===== src/shared/tbc_pkg.sv =====
// Constants for the basic up-counting timer
// Contract
// - 16-bit up counter with auto reload
// - Prescaler divides by programmed value plus one
// - New prescale takes effect at update event
// - Reload preload copied immediately or at update
// - Overflow or software force makes update event
// - Counter runs only while enable set
// - Count zero to reload value, then wrap
// - Source select hides flag on forced update
// - Update sets flag, reloads prescale and reload
// - Update disable suppresses update events
// - Update clears counter and prescaler count
// - Prescaler clocked from internal clock when enabled
// - Debug halt may freeze the counter
// - Half-word and word bus accesses accepted
// - Count registers readable and writable while running
// - Update event sole interrupt and DMA source
// - Preload disabled means reload acts directly
package tbc_pkg;
	// ----------------------------------------
	// Register offsets
	// ----------------------------------------
	localparam logic [7:0] OFF_CTRL = 8'h00;
	localparam logic [7:0] OFF_INTEN = 8'h0C;
	localparam logic [7:0] OFF_STATUS = 8'h10;
	localparam logic [7:0] OFF_EVENT = 8'h14;
	localparam logic [7:0] OFF_COUNT = 8'h24;
	localparam logic [7:0] OFF_PRESCALE = 8'h28;
	localparam logic [7:0] OFF_RELOAD = 8'h2C;
	localparam logic [7:0] OFF_DEBUG = 8'h30;
	// ----------------------------------------
	// Field positions
	// ----------------------------------------
	localparam int CTRL_RUN = 0;
	localparam int CTRL_UPD_DIS = 1;
	localparam int CTRL_SRC_SEL = 2;
	localparam int CTRL_ONE_PULSE = 3;
	localparam int CTRL_PRELOAD = 7;
	localparam int INTEN_IRQ = 0;
	localparam int INTEN_DMA = 8;
	localparam int STATUS_FLAG = 0;
	localparam int EVENT_FORCE = 0;
	localparam int DEBUG_FREEZE = 0;
	// ----------------------------------------
	// Reset values and bus codes
	// ----------------------------------------
	localparam logic [15:0] RST_RELOAD = 16'hFFFF;
	localparam logic [15:0] RST_ZERO = 16'h0000;
	localparam logic [2:0] HSIZE_BYTE = 3'h0;
	localparam logic [2:0] HSIZE_HALF = 3'h1;
	localparam logic [1:0] HRESP_OKAY = 2'h0;
	localparam int CLK_MHZ = 200;
endpackage


===== src/core/tbc_prescaler.sv =====
// Prescaler counter producing one tick per divided period
`timescale 1ns/1ps
module tbc_prescaler (
	input wire logic clk,
	input wire logic resetn,
	input wire logic run,
	input wire logic clear,
	input wire logic [15:0] divider,
	output logic tick
);
	typedef struct packed
	{
		logic [15:0] count;
	} tbc_psc_state_t;

	tbc_psc_state_t q;
	tbc_psc_state_t d;

	// Divide by divider plus one: tick when count reaches divider
	assign tick = run && (q.count == divider);

	always_comb
	begin
		d = q;
		if (clear)
		begin
			d.count = 16'h0000;
		end
		else if (tick)
		begin
			d.count = 16'h0000;
		end
		else if (run)
		begin
			d.count = q.count + 16'h0001;
		end
	end

	always_ff @(posedge clk)
	begin
		if (!resetn)
		begin
			q <= '0;
		end
		else
		begin
			q <= d;
		end
	end
endmodule


===== src/core/tbc_timer.sv =====
// Basic 16-bit up-counting timer with AHB-Lite register slave
//
// Added by the designer: the register offsets and the AHB-Lite slave port.
`timescale 1ns/1ps
module tbc_timer (
	input wire logic CLK,
	input wire logic RESETN,
	input wire logic HSEL,
	input wire logic [31:0] HADDR,
	input wire logic [1:0] HTRANS,
	input wire logic HWRITE,
	input wire logic [2:0] HSIZE,
	input wire logic [31:0] HWDATA,
	input wire logic HREADY,
	output logic HREADYOUT,
	output logic [31:0] HRDATA,
	output logic HRESP,
	input wire logic DEBUG_HALT,
	output logic IRQ,
	output logic DMA_REQ
);
	// ----------------------------------------
	// State
	// ----------------------------------------
	typedef struct packed
	{
		logic wr_pend;
		logic [7:0] wr_addr;
		logic [3:0] wr_be;
		logic counter_run_enable;
		logic update_disable;
		logic update_source_select;
		logic one_pulse;
		logic reload_preload_enable;
		logic irq_enable;
		logic dma_enable;
		logic update_flag;
		logic debug_halt_freeze;
		logic [1:0] halt_sync;
		logic [15:0] count_value;
		logic [15:0] prescale_value;
		logic [15:0] prescale_shadow;
		logic [15:0] reload_value;
		logic [15:0] reload_shadow;
		logic [31:0] rdata;
		logic irq;
		logic dma;
	} tbc_state_t;

	tbc_state_t q;
	tbc_state_t d;

	logic tick;
	logic run_eff;
	logic [15:0] reload_active;
	logic overflow;
	logic force_update_event;
	logic update_event;
	logic bus_access;
	logic wr_ctrl;
	logic wr_inten;
	logic wr_status;
	logic wr_event;
	logic wr_count;
	logic wr_prescale;
	logic wr_reload;
	logic wr_debug;

	// ----------------------------------------
	// Helpers
	// ----------------------------------------
	function automatic logic [3:0] lanes_of(input logic [2:0] size, input logic [1:0] addr);
		logic [3:0] be;
		be = 4'hF;
		case (size)
			tbc_pkg::HSIZE_BYTE: be = 4'h1 << addr;
			tbc_pkg::HSIZE_HALF: be = addr[1] ? 4'hC : 4'h3;
			default: be = 4'hF;
		endcase
		return be;
	endfunction

	function automatic logic [15:0] merge16(input logic [15:0] old, input logic [3:0] be,
		input logic [31:0] wdata);
		logic [15:0] r;
		r = old;
		if (be[0])
		begin
			r[7:0] = wdata[7:0];
		end
		if (be[1])
		begin
			r[15:8] = wdata[15:8];
		end
		return r;
	endfunction

	function automatic logic [31:0] read_mux(input tbc_state_t s, input logic [7:0] addr);
		logic [31:0] r;
		r = 32'h00000000;
		case (addr)
			tbc_pkg::OFF_CTRL:
			begin
				r[tbc_pkg::CTRL_RUN] = s.counter_run_enable;
				r[tbc_pkg::CTRL_UPD_DIS] = s.update_disable;
				r[tbc_pkg::CTRL_SRC_SEL] = s.update_source_select;
				r[tbc_pkg::CTRL_ONE_PULSE] = s.one_pulse;
				r[tbc_pkg::CTRL_PRELOAD] = s.reload_preload_enable;
			end
			tbc_pkg::OFF_INTEN:
			begin
				r[tbc_pkg::INTEN_IRQ] = s.irq_enable;
				r[tbc_pkg::INTEN_DMA] = s.dma_enable;
			end
			tbc_pkg::OFF_STATUS: r[tbc_pkg::STATUS_FLAG] = s.update_flag;
			tbc_pkg::OFF_COUNT: r[15:0] = s.count_value;
			tbc_pkg::OFF_PRESCALE: r[15:0] = s.prescale_value;
			tbc_pkg::OFF_RELOAD: r[15:0] = s.reload_value;
			tbc_pkg::OFF_DEBUG: r[tbc_pkg::DEBUG_FREEZE] = s.debug_halt_freeze;
			default: r = 32'h00000000;
		endcase
		return r;
	endfunction

	// ----------------------------------------
	// Time base
	// ----------------------------------------
	// Halt only freezes when software asked for it
	assign run_eff = q.counter_run_enable && !(q.debug_halt_freeze && q.halt_sync[1]);

	tbc_prescaler u_prescaler (
		.clk(CLK),
		.resetn(RESETN),
		.run(run_eff),
		.clear(update_event),
		.divider(q.prescale_shadow),
		.tick(tick)
	);

	// Without preload the written value is compared directly
	assign reload_active = q.reload_preload_enable ? q.reload_shadow : q.reload_value;
	assign overflow = tick && (q.count_value == reload_active);

	// ----------------------------------------
	// Write decode, data phase
	// ----------------------------------------
	assign bus_access = HSEL && HTRANS[1] && HREADY;
	assign wr_ctrl = q.wr_pend && (q.wr_addr == tbc_pkg::OFF_CTRL);
	assign wr_inten = q.wr_pend && (q.wr_addr == tbc_pkg::OFF_INTEN);
	assign wr_status = q.wr_pend && (q.wr_addr == tbc_pkg::OFF_STATUS);
	assign wr_event = q.wr_pend && (q.wr_addr == tbc_pkg::OFF_EVENT);
	assign wr_count = q.wr_pend && (q.wr_addr == tbc_pkg::OFF_COUNT);
	assign wr_prescale = q.wr_pend && (q.wr_addr == tbc_pkg::OFF_PRESCALE);
	assign wr_reload = q.wr_pend && (q.wr_addr == tbc_pkg::OFF_RELOAD);
	assign wr_debug = q.wr_pend && (q.wr_addr == tbc_pkg::OFF_DEBUG);

	// Forced event ignored while updates are disabled
	assign force_update_event = wr_event && q.wr_be[0] && HWDATA[tbc_pkg::EVENT_FORCE]
		&& !q.update_disable;
	assign update_event = (overflow && !q.update_disable) || force_update_event;

	// ----------------------------------------
	// Next state
	// ----------------------------------------
	always_comb
	begin
		d = q;
		d.halt_sync = {q.halt_sync[0], DEBUG_HALT};

		// Address phase capture; zero wait states
		d.wr_pend = bus_access && HWRITE;
		if (bus_access)
		begin
			d.wr_addr = {HADDR[7:2], 2'b00};
			d.wr_be = lanes_of(HSIZE, HADDR[1:0]);
		end
		if (bus_access && !HWRITE)
		begin
			d.rdata = read_mux(q, {HADDR[7:2], 2'b00});
		end

		// Control writes take effect on the next edge, so counting starts a cycle later
		if (wr_ctrl && q.wr_be[0])
		begin
			d.counter_run_enable = HWDATA[tbc_pkg::CTRL_RUN];
			d.update_disable = HWDATA[tbc_pkg::CTRL_UPD_DIS];
			d.update_source_select = HWDATA[tbc_pkg::CTRL_SRC_SEL];
			d.one_pulse = HWDATA[tbc_pkg::CTRL_ONE_PULSE];
			d.reload_preload_enable = HWDATA[tbc_pkg::CTRL_PRELOAD];
		end
		if (wr_inten && q.wr_be[0])
		begin
			d.irq_enable = HWDATA[tbc_pkg::INTEN_IRQ];
		end
		if (wr_inten && q.wr_be[1])
		begin
			d.dma_enable = HWDATA[tbc_pkg::INTEN_DMA];
		end
		if (wr_debug && q.wr_be[0])
		begin
			d.debug_halt_freeze = HWDATA[tbc_pkg::DEBUG_FREEZE];
		end
		if (wr_prescale)
		begin
			d.prescale_value = merge16(q.prescale_value, q.wr_be, HWDATA);
		end
		if (wr_reload)
		begin
			d.reload_value = merge16(q.reload_value, q.wr_be, HWDATA);
		end

		// Counter: wrap on overflow even when updates are disabled
		if (update_event || overflow)
		begin
			d.count_value = 16'h0000;
		end
		else if (tick)
		begin
			d.count_value = q.count_value + 16'h0001;
		end
		if (wr_count)
		begin
			d.count_value = merge16(q.count_value, q.wr_be, HWDATA);
		end

		// Shadow registers
		if (update_event)
		begin
			d.prescale_shadow = q.prescale_value;
		end
		if (!q.reload_preload_enable)
		begin
			d.reload_shadow = q.reload_value;
		end
		else if (update_event)
		begin
			d.reload_shadow = q.reload_value;
		end
		if (update_event && q.one_pulse)
		begin
			d.counter_run_enable = 1'b0;
		end

		// Flag: set wins over a write-one clear in the same cycle
		if (wr_status && q.wr_be[0] && HWDATA[tbc_pkg::STATUS_FLAG])
		begin
			d.update_flag = 1'b0;
		end
		if ((overflow && !q.update_disable) || (force_update_event && !q.update_source_select))
		begin
			d.update_flag = 1'b1;
		end

		// Update flag is the only request source
		d.irq = d.update_flag && d.irq_enable;
		d.dma = d.update_flag && d.dma_enable;
	end

	always_ff @(posedge CLK)
	begin
		if (!RESETN)
		begin
			q <= '0;
			q.reload_value <= tbc_pkg::RST_RELOAD;
			q.reload_shadow <= tbc_pkg::RST_RELOAD;
			q.prescale_shadow <= tbc_pkg::RST_ZERO;
		end
		else
		begin
			q <= d;
		end
	end

	// ----------------------------------------
	// Outputs
	// ----------------------------------------
	assign HREADYOUT = 1'b1;
	assign HRESP = tbc_pkg::HRESP_OKAY[0];
	assign HRDATA = q.rdata;
	assign IRQ = q.irq;
	assign DMA_REQ = q.dma;
endmodule


===== config.mk =====
export PLATFORM = sky130hd
export DESIGN_NAME = tbc_timer
export DESIGN_NICKNAME = d
export VERILOG_FILES = /design/src/shared/tbc_pkg.sv /design/src/core/tbc_prescaler.sv /design/src/core/tbc_timer.sv
export SDC_FILE = /design/constraint.sdc
export NUM_CORES = 1
export LEC_CHECK = 0
export BUFFER_PORTS_ARGS = -buffer_cell sky130_fd_sc_hd__buf_2
export CAP_MARGIN = 20
export CORE_UTILIZATION = 40
export DETAILED_ROUTE_END_ITERATION = 10
export MAX_ROUTING_LAYER = met4
export SETUP_SLACK_MARGIN = 0.3
export SYNTH_ARGS = -nofsm -noshare
export SYNTH_HDL_FRONTEND = slang
export SYNTH_HIERARCHICAL = 1
export SYNTH_SLANG_ARGS = --single-unit

===== constraint.sdc =====
create_clock -name CLK -period 5.6 [get_ports CLK]
set_clock_uncertainty 0.05 [all_clocks]
set_input_delay 0.56 -clock CLK [delete_from_list [all_inputs] [get_ports CLK]]
set_output_delay 0.56 -clock CLK [all_outputs]
set_load 0.02 [all_outputs]

### Yosys cells after proc, flatten, opt, wreduce, memory -nomap -nowiden

Cells that the tools add are included.
W data, S select, Z words.

* register bits after elaboration: 134
* input port bits: 75
* output and inout port bits: 36
* word-level logic and storage cells: 117

* add/subtract/negate cells: 2
* equal/unequal tests: 19
* shift operators: 1
* muxes and demuxes: 20
* bitwise logic cells: 1
* reduce and logical (&&, ||, !) cells: 49

Operators with widths (number)
* $mux W16: 6
* $eq A6 B4 Y1 const B: 8
* $add A16 B1 Y16 const B: 2
* $eq A16 B16 Y1: 2
* $logic_and A1 B1 Y1: 30
* $pmux W7 S3: 1
* $eq A6 B3 Y1 const B: 3
* $mux W8: 2
* $eq A6 B2 Y1 const B: 2
* $pmux W3 S4: 1
* $reduce_and A2 Y1: 6
* $pmux W3 S3: 1
* $logic_not A8 Y1: 1
* $pmux W1 S4: 2
* $pmux W1 S7: 1
* $logic_not A6 Y1: 1
* $logic_not A1 Y1: 4
* $mux W1: 4
* $ne A2 B2 Y1 const B: 2
* $pmux W2 S2: 1
* $eq A3 B1 Y1 const B: 1
* $logic_not A3 Y1: 1
* $logic_or A1 B1 Y1: 3
* $reduce_bool A3 Y1: 1
* 6 further kinds: 6

### Logic depth before layout (Yosys ltp)

* depth in word-level cells: 10
* gate-level depth with buffers: 17
* gate-level depth less buffers: 12

### Cells and area by module

Netlist, hierarchy kept.

By module, submodules not included
* tbc_timer: times used 1, cells an instance 733, area an instance 6163.4 um^2, sequential area each 2362.3 um^2
* tbc_prescaler: times used 1, cells an instance 104, area an instance 909.6 um^2, sequential area each 320.3 um^2

### Worst setup path before layout

OpenSTA, ideal clock, no wires.

* path kind: flip-flop to flip-flop
* from: register u_prescaler/q[4] in the netlist's numbering
* to: register u_prescaler/q[0] in the netlist's numbering
* setup time: 0.115 ns
* arrival time: 2.734 ns
* data required time: 5.435 ns
* path slack: 2.701 ns
* stages on the path, launching flop included: 18
* buffers on the path: 5
* clock period less this slack: 2.899 ns
* path through: dfxtp_1 -> buf_6 -> xor2_1 -> nor4_1 -> nand2_1 -> nor4_1 -> clkbuf_1 -> nand2b_1 -> mux2i_1 -> nand3b_1 -> o21a_1 -> buf_6 -> clkinv_4 -> buf_4 -> nor2b_1 -> o31ai_4 -> buf_6 -> nor2_1

* longest elaborated chain between the ends: 6

Ends and longest elaborated chain
* start, declared: line tbc_prescaler.sv:16 `tbc_psc_state_t q;`
* start signal, assigned: line tbc_prescaler.sv:43 `q <= '0;`
* start signal, assigned: line tbc_prescaler.sv:47 `q <= d;`
* $eq A16 B16 Y1: line tbc_prescaler.sv:20 `assign tick = run && (q.count == divider);`
* $logic_and A1 B1 Y1: line tbc_prescaler.sv:20
* named net tick: line tbc_timer.sv:53 `logic tick;`
* $logic_and A1 B1 Y1: line tbc_timer.sv:142 `assign overflow = tick && (q.count_value == reload_active);`
* $logic_and A1 B1 Y1: line tbc_timer.sv:160 `assign update_event = (overflow && !q.update_disable) || force_update_event;`
* $logic_or A1 B1 Y1: line tbc_timer.sv:160
* named net update_event: line tbc_timer.sv:58 `logic update_event;`
* $reduce_or A3 Y1 (no source line)

The timed path passes the listed nets, and every way through them passes these cells.
A chain may end at the register's enable or synchronous reset.

### Final worst setup path

* from: register u_prescaler/q[10] in the netlist's numbering
* to: register q[111] in the netlist's numbering

* longest elaborated chain between the ends: 8
* elaborated cells between the ends (all ways): 10
* classes of those cells: 1 x eq/ne; 2 x mux; 7 x reduce/logical

Ends and longest elaborated chain
* $eq A16 B16 Y1 (*): line tbc_prescaler.sv:20
* $logic_and A1 B1 Y1 (*): line tbc_prescaler.sv:20
* named net tick: line tbc_timer.sv:53
* $logic_and A1 B1 Y1: line tbc_timer.sv:142
* $logic_and A1 B1 Y1: line tbc_timer.sv:160
* $logic_or A1 B1 Y1: line tbc_timer.sv:160
* $logic_or A1 B1 Y1: line tbc_timer.sv:213 `if (update_event || overflow)`
* $reduce_bool A3 Y1 (no source line) / $mux W16 (equally long branches)
* $reduce_and A2 Y1 (no source line) / $mux W16 (equally long branches)
* end, declared: line tbc_timer.sv:50 `tbc_state_t q;`

The timed path passes the listed nets; every way through them passes the cells marked *.

==> impl_metrics.yaml <==
final_layout:
  diodes: 0
  multi_input_area_sq_um: 3810
  fin_nets: 916
  synthToLayoutAreaGrowth_pct: 10.8
  drive_gt1_frac: 0.135
  nFillCells: 1720
  regArea_sq_um: 2680
logic_synthesis:
  synth_seq_cells: 134
  synth_warnings: 6
  ys_seq_area_frac: 0.379
  synth_edf_count: 0
  synthFlopType: "dfxtp_1"
  syn_area_per_cell_sq_um: 8.45
  async_reset_ff_frac: 0
  ys_types: 64
  syn-cell-area_sq_um: 7070
  synthCells: 837
timing:
  fmax_mhz: 272
  maxSlewViolCount: 0
  post-route-min-period_ns: 3.68
  setup_ws_ns: 1.92
  rsz0062_at_grt: "no"
  finalHoldViolCount: 0
  tns_ns: 0
  setup_violations: 0
  worst_pin_slew_ns: 0.991
  relSlewSlack: 0.333
  min_period_over_period: 0.656
die:
  die_x_microns: 135
  die-area_sq_um: 18200
  die_h_microns: 135
  fp-row-count: 48
  core_sq_um: 17300
  io_pins: 111
  floorplan.initialDensity: 0.409
setup_path:
  start_kind: "register"
  worstPathRequired_ns: 5.87
  crit_path_end_kind: "register"
  critical_path_class: "register to register"
  arrival_ns: 3.94
  crit_fanout: 16
grt:
  grt_usage: 0.220
  grt_pass1_vias: 5455
  use_met3: 0.0507
  use_met1: 0.295
  grt_pass1_wl_microns: 29800
  grt_overflow_total: 0
  grt_use_met2: 0.331
  antenna_found_initial: 0
  busiest_layer: "met2"
  grt_max_degree: 60
drt:
  vias_per_cell: 5.46
  routed_wl_microns: 18500
  wl_per_cell_microns: 17.2
  antenna_left: 0
  via_count: 5882
  drc: 0
  firstDrtPassIters: 5
  drt-initial-drc-count: 564
clock_tree:
  cts_setup_buffers: 0
  cts_tree: "yes"
  clk_pin_slew_ns: 0.06
  cts_sinks: 134
  cts_root_buffer: "clkbuf_16"
  cts_resized: 0
  clock_latency_ns: 0.43
  htree_levels: 4
  cts_hold_buf: 0
  cts-buffers-inserted: 17
  clockBufferDepth: 2
hold_path:
  hold_class: "input pin to register"
job:
  max-cap-violations: 0
placed_design:
  dp_hpwl_microns: 12900
  place_congestion: 0.928
  port_buffers: 51
  place_ws_ns: 1.91
power:
  power-per-cell-area_nw_per_um2: 297
  power.leakage_nw: 3.18
  peakVddDrop_v: 0.000176
run_status:
  status: "finished, final reports clean"
placed cells by master (no fill, tap or decap), types with 4 or more instances in the layout:
cell type / synthesis / final
xor2_1: 17 / 17
nand4_1: 15 / 15
conb_1: 2 / 18
buf_4: 36 / 7
nand2_1: 100 / 100
mux2i_1: 65 / 65
clkinv_2: 0 / 4
bufinv_16: 0 / 5
nor2b_1: 5 / 5
buf_2: 6 / 51
clkbuf_16: 0 / 17
a22oi_1: 21 / 21
a21oi_1: 37 / 37
xnor2_1: 30 / 30
and2_1: 9 / 9
o21ai_0: 13 / 13
nand3_1: 23 / 23
nor3_1: 15 / 15
o21a_1: 4 / 4
dfxtp_1: 134 / 134
a32oi_1: 7 / 7
o211ai_1: 21 / 21
and3_1: 11 / 11
inv_1: 26 / 25
nand2b_1: 8 / 8
o221ai_1: 16 / 16
a31oi_1: 11 / 11
mux2_2: 10 / 10
nor2_1: 86 / 86
nor4_1: 8 / 8
o22ai_1: 5 / 5
kinds of logic after synthesis:
kind of cell | share of synthesized area
buffers and inverters | 0.0909
AND/OR/NAND/NOR | 0.204
other | 0.00106
flip-flops | 0.379
AO/OA/AOI/OAI | 0.155
multiplexers | 0.108
adder cells (fa/ha/maj) | 0.00354
XOR/XNOR | 0.0582
registers in the layout, indices dropped and copies added, names as in the netlist:
name           cells
IRQ                1
u_prescaler/q     16
DMA_REQ            1
q                 99
HRDATA            16
d                  1
critical path: stages, from the launching register on:
cell	delay (ns)
dfxtp_1	0.36
xor2_1	0.19
nor4_1	0.29
nand2_1	0.16
nor4_1	0.32
buf_4	0.24
nand2b_1	0.07
mux2i_1	0.33
nor4b_1	0.28
nand4_1	0.65
and3_1	0.44
o21a_1	0.18
through the flow:
step	hold WS [ns]	std cells	utilization	power, W	instance area [sq um]
after floorplan	0.362	853	-	0.00107	7130
after global placement	0.373	1045	0.415	0.00111	7190
after detailed placement	0.372	1045	0.415	0.00111	7190
after CTS	0.302	1077	0.453	0.00235	7840
after global routing	0.312	1077	0.453	0.00240	7840
final	0.324	1077	0.453	0.00233	7840
Yosys cell counts (3+ instances only):
| library cell | count | share of area |
|---|---|---|
| o21ai_0 | 13 | 0.0092 |
| o31ai_1 | 3 | 0.0032 |
| nor2_1 | 86 | 0.046 |
| nand3_1 | 23 | 0.016 |
| nor4_1 | 8 | 0.0071 |
| buf_4 | 36 | 0.038 |
| a31oi_1 | 11 | 0.0097 |
| o221ai_1 | 16 | 0.020 |
| a32oi_1 | 7 | 0.0087 |
| buf_1 | 4 | 0.0021 |
| a21oi_1 | 37 | 0.026 |
| nand2b_1 | 8 | 0.0071 |
| buf_2 | 6 | 0.0042 |
| and4_1 | 3 | 0.0037 |
| and2_1 | 9 | 0.0080 |
| nor2b_1 | 5 | 0.0044 |
| or2_2 | 3 | 0.0027 |
| xnor2_1 | 30 | 0.037 |
| clkbuf_1 | 38 | 0.020 |
| mux2i_1 | 65 | 0.092 |
| o211ai_1 | 21 | 0.022 |
| o22ai_1 | 5 | 0.0044 |
| nand2_1 | 100 | 0.053 |
| a22oi_1 | 21 | 0.022 |
| nor4_2 | 3 | 0.0053 |
| nor3_1 | 15 | 0.011 |
| inv_1 | 26 | 0.014 |
| o21a_1 | 4 | 0.0042 |
| buf_6 | 7 | 0.011 |
| xor2_1 | 17 | 0.021 |
| mux2_2 | 10 | 0.016 |
| dfxtp_1 | 134 | 0.38 |
| and3_1 | 11 | 0.0097 |
| nand4_1 | 15 | 0.013 |
cell type report:
cell class,instances,share of cell area
multi-input cells,601,0.486
well taps,225,0.0359
clock buffers,19,0.0578
clock inverters,13,0.0257
repair buffers,58,0.0393
flip-flops and latches,134,0.342
inverters,27,0.0136
metal layers:
metal,vias to the layer above,routed length [microns]
met5,-,0
met1,2813,8900
met4,0,193
met2,143,8510
li1,2914,-
met3,12,876
path summary, 6_finish.rpt:
check,startpoint,slack (ns),cells after the start,to
setup / recovery,u_prescaler/q[10],1.92,11,q[111]
hold / removal,DEBUG_HALT,0.32,2,d[115]
setup reg to reg,u_prescaler/q[10],1.92,11,q[111]
hold reg to reg,d[115],0.38,1,q[115]
power by group:
group          switching (W)  internal, W  total, W  leakage [nW]
clock               0.000429     0.000811   0.00124         0.315
sequential         0.0000135     0.000961  0.000974          1.08
combinational      0.0000777    0.0000358  0.000114          1.78
No activity file was read; power rests on OpenSTA's default activity.
